$ cat src/epc_defs.svh
// Constants for the nonvolatile program and erase controller
`ifndef EPC_DEFS_SVH
`define EPC_DEFS_SVH
`define EPC_WORDS         16
`define EPC_ADDR_W        6
`define EPC_BLOCKS        4
`define EPC_BLK_W         2
`define EPC_ERASED_WORD   32'hFFFFFFFF
`define EPC_SIZE_BYTES    32'h00000040
`define EPC_PROG_NS       500
`define EPC_CLK_NS        100
`define EPC_PROG_CYC      ((`EPC_PROG_NS + `EPC_CLK_NS - 1) / `EPC_CLK_NS)
`define EPC_ERASE_CYC     (`EPC_WORDS)
`define EPC_ST_INVPL_BIT  0
`define EPC_ST_WRBUSY_BIT 1
`define EPC_ST_NOPERM_BIT 2
`define EPC_ST_COPY_BIT   3
`define EPC_ST_ERASE_BIT  4
`define EPC_ST_ACTIVE_BIT 5
`define EPC_PROT_RESET    3'h0
`endif

$ cat src/epc_pkg.sv
// Types for the nonvolatile program and erase controller
package epc_pkg;
  typedef enum logic [1:0]
  {
    EPC_IDLE  = 2'b00,
    EPC_PROG  = 2'b01,
    EPC_ERASE = 2'b10
  } epc_state_t;
endpackage

$ cat src/epc_block_guard.sv
// Effective protection check for one block
`timescale 1ns/1ns
module epc_block_guard
(
  input  wire logic [2:0] blk0Prot,
  input  wire logic [2:0] ownProt,
  input  wire logic       isBlock0,
  input  wire logic       blk0Locked,
  input  wire logic       superMode,
  output logic            canRead,
  output logic            canWrite
);
  // Bit 0 read-only, bit 1 no access, bit 2 supervisor only
  logic [2:0] eff;
  always_comb
  begin
    eff = isBlock0 ? blk0Prot : (blk0Prot | ownProt); // [RULE_15]
    canRead  = !eff[1] && !(eff[2] && !superMode) && (isBlock0 || !blk0Locked); // [RULE_14]
    canWrite = canRead && !eff[0];
  end
endmodule

$ cat src/eeprom_program_erase_control.sv
// Program, erase, read and interrupt logic of the nonvolatile word array
//
// Function
// [RULE_01] Completion interrupt raised whenever any write or erase finishes.
// [RULE_02] Interrupt drives the vector shared with flash; flash enable also gates it.
// [RULE_03] Raw and masked interrupt status both readable.
// [RULE_04] Interrupt stays set until software clears it.
// [RULE_05] Mass erase leaves every word at all ones.
// [RULE_06] Mass erase clears protections and passwords; everything accessible.
// [RULE_07] Software gives word-aligned byte addresses.
// [RULE_08] Software gives byte counts that are multiples of four.
// [RULE_09] Single-word write starts at once; completion reported by interrupt.
// [RULE_10] Working, copy and erase flags show activity, not errors.
// [RULE_11] Status zero on clean finish, else combination of flags.
// [RULE_12] Total capacity in bytes readable.
// [RULE_13] Consecutive words readable from an aligned start address.
// [RULE_14] Block 0 locked refuses every other block.
// [RULE_15] Effective protection of block n is block 0 OR own flags.
// [RULE_16] Forbidden write sets no-permission and leaves array unchanged.
`timescale 1ns/1ns
`include "epc_defs.svh"
module eeprom_program_erase_control
  import epc_pkg::*;
(
  input  wire logic                   mclk,
  input  wire logic                   rst_n,
  input  wire logic                   superMode,
  input  wire logic                   progStart,
  input  wire logic [`EPC_ADDR_W+1:0] progAddr,
  input  wire logic [31:0]            progData,
  input  wire logic                   eraseStart,
  input  wire logic                   readStart,
  input  wire logic [`EPC_ADDR_W+1:0] readAddr,
  input  wire logic [`EPC_ADDR_W+1:0] readCount,
  input  wire logic                   protWrite,
  input  wire logic [`EPC_BLK_W-1:0]  protBlock,
  input  wire logic [2:0]             protValue,
  input  wire logic                   lockWrite,
  input  wire logic [`EPC_BLK_W-1:0]  lockBlock,
  input  wire logic                   lockValue,
  input  wire logic                   intEnableSet,
  input  wire logic                   intEnableClr,
  input  wire logic                   flashIntEnable,
  input  wire logic                   intClear,
  output logic [31:0]                 readData,
  output logic                        readValid,
  output logic [5:0]                  opStatus,
  output logic                        intRaw,
  output logic                        intMasked,
  output logic                        flashVectorIrq,
  output logic [31:0]                 sizeBytes,
  output logic                        invalid_protect_level_flag,
  output logic                        write_busy_flag,
  output logic                        no_permission_flag,
  output logic                        copy_in_progress_flag,
  output logic                        erase_in_progress_flag,
  output logic                        operation_active_flag
);
  localparam int PROG_CYC  = `EPC_PROG_CYC;
  localparam int ERASE_CYC = `EPC_ERASE_CYC;
  localparam int WORD_W    = `EPC_ADDR_W - `EPC_BLK_W;

  epc_state_t              state;
  logic [31:0]             mem [`EPC_WORDS];
  logic [2:0]              prot [`EPC_BLOCKS];
  logic [`EPC_BLOCKS-1:0]  locked;
  logic [`EPC_BLOCKS-1:0]  wrOk;
  logic [`EPC_BLOCKS-1:0]  rdOk;
  logic [7:0]              timer;
  logic [`EPC_ADDR_W-1:0]  pendAddr;
  logic [31:0]             pendData;
  logic [`EPC_ADDR_W-1:0]  rdPtr;
  logic [`EPC_ADDR_W:0]    rdLeft;
  logic                    intEn;
  logic                    doneEvt;
  logic                    badAlign;
  logic [`EPC_ADDR_W-1:0]  progWord;
  logic [`EPC_BLK_W-1:0]   progBlk;
  logic [`EPC_BLK_W-1:0]   rdBlk;
  logic                    next_intRaw;
  logic                    next_intEn;

  genvar g;
  generate
    for (g = 0; g < `EPC_BLOCKS; g++)
    begin : gGuard
      epc_block_guard uGuard
      (
        .blk0Prot   (prot[0]),
        .ownProt    (prot[g]),
        .isBlock0   (g == 0),
        .blk0Locked (locked[0]),
        .superMode  (superMode),
        .canRead    (rdOk[g]),
        .canWrite   (wrOk[g])
      );
    end
  endgenerate

  assign progWord = progAddr[`EPC_ADDR_W+1:2];
  // Block number sits just above the word-in-block bits of the array index
  // Word addresses beyond the array alias onto it; there is no range check
  assign progBlk  = progWord[WORD_W-1:WORD_W-`EPC_BLK_W];
  assign rdBlk    = rdPtr[WORD_W-1:WORD_W-`EPC_BLK_W];
  // Low address bits must be zero; misaligned addresses flag an invalid request
  assign badAlign = progAddr[1:0] != 2'h0;
  assign doneEvt  = (state != EPC_IDLE) && (timer == 8'h00);
  // Masked forms use the next raw state so they never outlive a clear
  assign next_intRaw = doneEvt ? 1'b1 : (intClear ? 1'b0 : intRaw);
  assign next_intEn  = intEnableSet ? 1'b1 : (intEnableClr ? 1'b0 : intEn);

  // Operation sequencer
  always_ff @(posedge mclk or negedge rst_n)
  begin
    if (!rst_n)
    begin
      state    <= EPC_IDLE;
      timer    <= 8'h00;
      pendAddr <= '0;
      pendData <= 32'h0;
    end
    else
    begin
      unique case (state)
        EPC_IDLE:
        begin
          if (eraseStart)
          begin
            state <= EPC_ERASE;
            timer <= 8'(ERASE_CYC - 1);
          end
          else if (progStart && wrOk[progBlk] && !badAlign)
          begin
            state    <= EPC_PROG; // [RULE_09]
            timer    <= 8'(PROG_CYC - 1);
            pendAddr <= progWord;
            pendData <= progData;
          end
        end
        EPC_PROG, EPC_ERASE:
        begin
          if (timer == 8'h00)
            state <= EPC_IDLE;
          else
            timer <= timer - 8'h01;
        end
        default:
          state <= EPC_IDLE;
      endcase
    end
  end

  // Array storage; no reset so erase is the only way back to all ones
  always_ff @(posedge mclk)
  begin
    if (doneEvt && state == EPC_PROG)
      mem[pendAddr[WORD_W-1:0]] <= pendData; // [RULE_16]
    else if (doneEvt && state == EPC_ERASE)
    begin
      for (int i = 0; i < `EPC_WORDS; i++)
        mem[i] <= `EPC_ERASED_WORD; // [RULE_05]
    end
  end

  // Protection and lock state
  always_ff @(posedge mclk or negedge rst_n)
  begin
    if (!rst_n)
    begin
      for (int i = 0; i < `EPC_BLOCKS; i++)
        prot[i] <= `EPC_PROT_RESET;
      locked <= '0;
    end
    else if (doneEvt && state == EPC_ERASE)
    begin
      for (int i = 0; i < `EPC_BLOCKS; i++)
        prot[i] <= `EPC_PROT_RESET; // [RULE_06]
      locked <= '0; // [RULE_06]
    end
    else
    begin
      if (protWrite && state == EPC_IDLE)
        prot[protBlock] <= protValue;
      if (lockWrite)
        locked[lockBlock] <= lockValue;
    end
  end

  // Status of the last operation; all zero after a clean finish
  always_ff @(posedge mclk or negedge rst_n)
  begin
    if (!rst_n)
      opStatus <= 6'h00;
    else
    begin
      if (state != EPC_IDLE && !doneEvt)
      begin
        opStatus[`EPC_ST_ACTIVE_BIT] <= 1'b1; // [RULE_10]
        opStatus[`EPC_ST_COPY_BIT]   <= state == EPC_PROG; // [RULE_10]
        opStatus[`EPC_ST_ERASE_BIT]  <= state == EPC_ERASE; // [RULE_10]
      end
      else
      begin
        opStatus[`EPC_ST_ACTIVE_BIT] <= 1'b0;
        opStatus[`EPC_ST_COPY_BIT]   <= 1'b0;
        opStatus[`EPC_ST_ERASE_BIT]  <= 1'b0;
      end
      if ((progStart || eraseStart || protWrite) && state != EPC_IDLE)
        opStatus[`EPC_ST_WRBUSY_BIT] <= 1'b1; // [RULE_11]
      else if (state == EPC_IDLE && (progStart || eraseStart))
        opStatus[`EPC_ST_WRBUSY_BIT] <= 1'b0;
      if (state == EPC_IDLE && eraseStart)
      begin
        opStatus[`EPC_ST_NOPERM_BIT] <= 1'b0; // [RULE_11]
        opStatus[`EPC_ST_INVPL_BIT]  <= 1'b0;
      end
      else if (state == EPC_IDLE && progStart)
      begin
        opStatus[`EPC_ST_NOPERM_BIT] <= !wrOk[progBlk]; // [RULE_16]
        opStatus[`EPC_ST_INVPL_BIT]  <= badAlign; // [RULE_11]
      end
      else if (state == EPC_IDLE && protWrite)
        opStatus[`EPC_ST_INVPL_BIT] <= protValue[0] && protValue[1];
    end
  end

  // Flag outputs mirror the status word
  always_ff @(posedge mclk or negedge rst_n)
  begin
    if (!rst_n)
    begin
      invalid_protect_level_flag <= 1'b0;
      write_busy_flag            <= 1'b0;
      no_permission_flag         <= 1'b0;
      copy_in_progress_flag      <= 1'b0;
      erase_in_progress_flag     <= 1'b0;
      operation_active_flag      <= 1'b0;
    end
    else
    begin
      invalid_protect_level_flag <= opStatus[`EPC_ST_INVPL_BIT];
      write_busy_flag            <= opStatus[`EPC_ST_WRBUSY_BIT];
      no_permission_flag         <= opStatus[`EPC_ST_NOPERM_BIT];
      copy_in_progress_flag      <= opStatus[`EPC_ST_COPY_BIT];
      erase_in_progress_flag     <= opStatus[`EPC_ST_ERASE_BIT];
      operation_active_flag      <= opStatus[`EPC_ST_ACTIVE_BIT];
    end
  end

  // Completion interrupt; a new completion wins over a clear in the same cycle
  always_ff @(posedge mclk or negedge rst_n)
  begin
    if (!rst_n)
    begin
      intRaw         <= 1'b0;
      intEn          <= 1'b0;
      intMasked      <= 1'b0;
      flashVectorIrq <= 1'b0;
    end
    else
    begin
      if (doneEvt)
        intRaw <= 1'b1; // [RULE_01]
      else if (intClear)
        intRaw <= 1'b0; // [RULE_04]
      if (intEnableSet)
        intEn <= 1'b1;
      else if (intEnableClr)
        intEn <= 1'b0;
      intMasked      <= next_intRaw && (next_intEn || flashIntEnable); // [RULE_03]
      flashVectorIrq <= next_intRaw && (next_intEn || flashIntEnable); // [RULE_02]
    end
  end

  // Burst read, one word per cycle; refused words read as zero
  always_ff @(posedge mclk or negedge rst_n)
  begin
    if (!rst_n)
    begin
      rdPtr     <= '0;
      rdLeft    <= '0;
      readData  <= 32'h0;
      readValid <= 1'b0;
    end
    else
    begin
      if (readStart && rdLeft == '0)
      begin
        rdPtr  <= readAddr[`EPC_ADDR_W+1:2]; // [RULE_13]
        rdLeft <= (`EPC_ADDR_W+1)'(readCount[`EPC_ADDR_W+1:2]);
      end
      else if (rdLeft != '0)
      begin
        rdPtr  <= rdPtr + `EPC_ADDR_W'(1);
        rdLeft <= rdLeft - (`EPC_ADDR_W+1)'(1);
      end
      readValid <= rdLeft != '0;
      readData  <= (rdLeft != '0 && rdOk[rdBlk]) ? mem[rdPtr[WORD_W-1:0]] : 32'h0; // [RULE_14]
    end
  end

  // Capacity constant
  always_ff @(posedge mclk or negedge rst_n)
  begin
    if (!rst_n)
      sizeBytes <= 32'h0;
    else
      sizeBytes <= `EPC_SIZE_BYTES; // [RULE_12]
  end
endmodule

$ cat config.mk
export PLATFORM = sky130hd
export DESIGN_NAME = eeprom_program_erase_control
export DESIGN_NICKNAME = d
export VERILOG_FILES = /design/src/epc_pkg.sv /design/src/epc_block_guard.sv /design/src/eeprom_program_erase_control.sv
export VERILOG_INCLUDE_DIRS = /design/src
export SDC_FILE = /design/constraint.sdc
export NUM_CORES = 2
export LEC_CHECK = 0
export BUFFER_PORTS_ARGS = -buffer_cell sky130_fd_sc_hd__buf_2
export CAP_MARGIN = 20
export CORE_MARGIN = 3
export CORE_UTILIZATION = 30
export CTS_CLUSTER_SIZE = 16
export DETAILED_ROUTE_END_ITERATION = 10
export PLACE_DENSITY_LB_ADDON = 0.15
export SETUP_SLACK_MARGIN = 0.3
export SLEW_MARGIN = 5
export SYNTH_ARGS = -nofsm -noshare
export SYNTH_HDL_FRONTEND = slang
export SYNTH_SLANG_ARGS = --single-unit
$ cat constraint.sdc
create_clock -name mclk -period 4.2 [get_ports mclk]
set_input_delay 0.63 -clock mclk [delete_from_list [all_inputs] [get_ports mclk]]
set_output_delay 0.63 -clock mclk [all_outputs]
set_load 0.05 [all_outputs]
Yosys cells after proc, flatten, opt, wreduce, memory -nomap -nowiden
Memories as Yosys holds them, arrays and structs flattened.
Index checks and enable logic that the tools add are counted.
Widths: inputs -> output; s select.
{ "classes": {"add_sub_neg": 3, "n_bitwise": 5, "n_reduce_logical": 70, "n_mux": 47, "n_eq_ne": 5, "order_cmp": 6} }
{ "op_table": {"columns": ["operator", "count"], "rows": [
  ["$mux 32", 2],
  ["$logic_and 1x1->1", 32],
  ["$reduce_or 32->1", 1],
  ["$mux 12", 2],
  ["$mux 8", 3],
  ["$mux 1", 20],
  ["$logic_not 1->1", 17],
  ["$pmux 8 s2", 1],
  ["$reduce_bool 2->1", 8],
  ["$mux 7", 2],
  ["$bwmux 12", 1],
  ["$mux 4", 3],
  ["$mux 6", 2],
  ["$lt 2x3->1 const B", 3],
  ["$or 3x3->3", 3],
  ["$logic_not 8->1", 1],
  ["$sub 8x1->8 const B", 1],
  ["$logic_not 7->1", 1],
  ["$reduce_bool 7->1", 1],
  ["$sub 7x1->7 const B", 1],
  ["$add 6x1->6 const B", 1],
  ["$demux 3 s2", 1],
  ["$mux 2", 3],
  ["$mux 3", 2],
  ["other kinds (19)", 24]
]} }
{ "word_totals": {"elab_cells": 164, "reg_bits": 124, "memories": 1, "output_inout_bits": 80, "ramBits": 512} }
{ "memory_table": {"columns": ["name", "words", "width", "rd", "rd_clocked_by_memory_dff", "write_ports", "line_no", "rtl"], "rows": [
  ["mem", 16, 32, 1, 0, 16, "eeprom_program_erase_control.sv:64", "logic [31:0] mem [`EPC_WORDS];"]
]} }

Depth between registers and ports, before layout
{ "logic_depth": {"depth_word": 13, "mapped_depth": 12, "ltp_nobuf": 9} }

By module
From an unflattened synthesis, not the netlist that was laid out.
{ "unflattened": {"hier_cells": 3017, "hier_area_um2": 27248.6} }
{ "modules_own_cells": {"columns": ["module", "area_per_inst_um2", "cells_each", "seq_area_each_um2", "instances"], "rows": [
  ["eeprom_program_erase_control", 26983.4, 2985, 13227.7, 1],
  ["epc_block_guard", 66.3, 8, 0.0, 4]
]} }

Least setup slack after synthesis
Ideal clock, no wire load.
{ "synth_timing": {"path_kind": "register to register", "from": "register rdPtr[0]", "to": "register readData[10]", "period_less_slack_ps": 2668, "t_arrival_ps": 2535, "t_required_ps": 4068, "n_path_buf": 4, "path_slack_ps": 1532, "path_stages_with_launch": 8, "setup_time_ps": 132, "cell_sequence": "dfrtp_1 > clkbuf_1 > buf_1 > buf_1 > clkbuf_1 > mux4_2 > mux4_2 > nor2b_1"} }
{ "synth_via": {"elab_chain_len": 2} }
{ "synth_lines": {"columns": ["item", "line_no", "rtl"], "rows": [
  ["from (decl)", "eeprom_program_erase_control.sv:72", "logic [`EPC_ADDR_W-1:0] rdPtr;"],
  ["from (signal assigned)", "eeprom_program_erase_control.sv:289", "rdPtr <= readAddr[`EPC_ADDR_W+1:2];"],
  ["from (signal assigned)", "eeprom_program_erase_control.sv:294", "rdPtr <= rdPtr + `EPC_ADDR_W'(1);"],
  ["$mem_v2 16x32", null, null],
  ["$mux 32", "eeprom_program_erase_control.sv:298", "readData <= (rdLeft != '0 && rdOk[rdBlk]) ? mem[rdPtr[WORD_W-1:0]] : 32'h0;"],
  ["to (signal assigned)", "eeprom_program_erase_control.sv:298", null],
  ["to (decl)", "eeprom_program_erase_control.sv:45", "output logic [31:0] readData,"]
]} }
Every way passes these cells.
A chain may end at the register's enable or synchronous reset.

==> results.md <==
- First-pass GRT wire length: 114000 um
- Asr flop ratio synth: a little under a fifth
- Max-cap violations: 0
- PostCTS Resize Cnt: 0
- Clock slew seen by the registers of the worst setup and hold paths: around 0.06 ns
- Overflow after GRT: 0
- Hold Crit Class: input pin to async pin
- Crit end category: flip-flop
- Placed cells: between 3000 and 4000
- Initial Util: a little under a third
- Outcome: finished clean
- Max clock buf depth: 3
- # setup viols final: 0
- CP Launch Type: flip-flop
- Clock Power Share: 25.1%
- Die X: 296 um
- Placed Area: ~0.027 mm2
- Layout Nets: roughly 2500
- Core area: between 0.08 and 0.09 mm2
- Worst slew pin tran: 1.13 ns
- Period utilization: between 70% and 80%
- GRT Overall Usage: 17.0%
- Area Overhead vs Synth: 16.7%
- Die area: 0.0877 mm2
- Cell Pwr Density: just under 900 mW/mm2
- Combinational share of power: 33.4%
- Pint: about 17 mW
- Root Driver: clkbuf_16
- FILL cells: 8281
- Die H: 296 um
- Postcts setup bufs: 0
- Layout cells sized above 1: a little over a fifth
- Final instance area: 0.0295 mm2
- Vias in the first global route: approximately 19000
- Clock Skew: 0.0228 ns
- Post-synthesis cell area: 0.0253 mm2
- Routed vias: around 19000
- TritonCTS Buffers: 70
- Initial antenna violation count: 1
- Diode count: 0
- Total wire length: about 74000 um
- Drt pass-1 iters: 5
- Sequential Power Share: roughly two fifths
- Syn Area/Cell: ~10 um2
- Synth Instances: 2413
- Post-synth EDFFs: 0
- Reg-to-reg slack, setup: just under 0.9 ns
- Final ANT Viol Nets: 0
- Fin. Hold Viols: 0
- Hpwl dp: 44300 um
- Switching share of power: 33.3%
- Gpl congestion: ~0.74
- Hold buffers post-CTS: 0
- Seq/Total Area, Yosys: 52.4%
- Critical Path AT: 3.83 ns
- #FFs+latches synth: 631
- CP Data Required Time: 4.71 ns
- Unrepaired setup endpoints after global routing: no
- WL per Instance: 20.9 um
- Worst-Skew Late Latency: approximately 0.61 ns
- Psw: roughly 8.5 mW
- Yosys warns: 0
- Ys flop type: dfxtp_1
- Site Rows: 105
- Setup_tns: 0 ns
- Non-Filler Instances: 3558
- Fin crit period: between 3 and 4 ns
- Crit-path max FO: 116
- Pleak: 11.8 nW
- Drt initial violations: 1168
- Largest net degree at the start of global routing: 117
- CTS tree: done
- Ports: around 160
- Final-report max-slew violation count: 0
- F_max: 0.301 GHz
- Setup CP Type: flip-flop to flip-flop
- H-Tree Depth: 3
- Worst vdd ir: 0.388 mV
- Max transition margin: 24.3%
- Via/cell ratio: 5.25
- I/O Buffers: 116
- Yosys cell types: 59
- DRC: 0
- CTS sink count: 631
## synthesized netlist by cell type, drive strengths merged (2+ instances only)
cell type  count  share of area, %
ha             7              0.35
or4            2             0.059
dfxtp        512                41
xor2           2             0.069
nor3b          3             0.089
a211oi         3             0.089
nor2          75               1.1
nor3         532                11
dfrtp        119                12
and3           4             0.099
nor4           2             0.074
or2            3             0.074
mux4         160                14
nand4b         2             0.069
mux2i         14              0.55
o211ai         6              0.18
nand2         21              0.31
nor2b         34              0.84
nand3          7              0.14
o311ai         2             0.069
nand3b         3             0.089
a211o          2             0.069
inv           13              0.19
o2111ai        2             0.069
a21o           2             0.059
o21ai         12              0.24
conb           2             0.030
clkbuf       172               2.6
buf          104               2.3
nand2b         7              0.17
or3            2             0.050
a21oi        526                10
mux2          37               1.6
## through the flow
stage | util (%) | power [mW] | setup WS, ns | hold WS [ns]
2_1_floorplan | - | 16.9 | 1.53 | 0.334
3_3_place_gp | 32.6 | 18.9 | 0.969 | 0.365
3_5_place_dp | 32.6 | 19.3 | 0.900 | 0.363
4_1_cts | 35.5 | 25.8 | 0.849 | 0.0838
5_1_grt | 35.6 | 27.2 | 0.589 | 0.114
6_report | 35.6 | 25.5 | 0.880 | 0.0657
## power by group through the flow
stage	Combinational [mW]	Sequential, mW	Clock [mW]
6_report	8.52	10.6	6.40
5_1_grt	9.44	10.9	6.83
3_5_place_dp	8.57	10.7	0
3_3_place_gp	8.33	10.6	0
2_1_floorplan	6.35	10.6	0
4_1_cts	8.60	10.6	6.61
## cell type report
type                    count  area [um2]  area share, %
clock inverters            20         250          0.849
clock buffers             109        2170           7.35
inverters                  14        52.6          0.178
repair buffers            192        1460           4.95
multi-input cells        1522       11000           37.2
flip-flops and latches    631       13200           44.9
well taps                1070        1340           4.54
## worst paths after layout
check	from	endpoint	cells after the start
max reg2reg	timer[4]	mem[2][8]	7
max	timer[4]	mem[2][8]	7
min	rst_n	pendData[28]	1
max in group asynchronous	rst_n	readData[13]	2
min in group mclk	intClear	intRaw	2
min reg2reg	opStatus[3]	copy_in_progress_flag	0
## cell families after synthesis
| group | after synthesis | synth area share (%) |
|---|---|---|
| AOI/OAI and AO/OA | 569 | 11.7 |
| other | 2 | 0.0297 |
| and+or+nand+nor | 700 | 13.9 |
| muxes | 211 | 16.5 |
| adders and majority gates | 7 | 0.347 |
| DFF | 631 | 52.4 |
| xor gates and xnor gates | 3 | 0.104 |
| buffers and inverters | 290 | 5.07 |
## state kept, by name (all words and copies together) (netlist names), 2 cells and up
register	cells
timer	8
rdPtr	4
pendAddr	4
opStatus	6
readData	32
prot	12
pendData	32
mem	512
rdLeft	7
state	2
## metal layers
layer  wire (um)  track usage, %  share of wire (%)  vias to the layer above
met2       37000            29.1                 50                      417
met4        2160            5.42                2.9                        0
met1       32300            22.3                 43                     9310
li1            -               -                  -                     8829
met3        3030            2.16                4.1                      123
met5           0               0                  0                        -
## worst max-delay path, stage by stage, from the launching register on
cell and delay, ns:
dfrtp_1 0.44, or3_1 0.44, nor3_1 0.28, and3_1 0.56, nor2b_4 0.34, buf_12 0.41
nor2_1 0.39, a21oi_1 0.26
## layout by cell type (no fill, tap or decap), drive strengths merged, types with 4 or more instances in the layout
cell type,n
dfrtp,119
nand3,7
and3,4
o211ai,6
inv,16
clkbuf,109
mux2,37
ha,7
a21oi,526
clkinv,12
bufinv,5
mux2i,14
conb,32
nand2,21
nand2b,7
nor2b,34
nor3,532
mux4,160
nor2,75
o21ai,12
buf,192
dfxtp,512
Power figures use the tool's default switching activity.
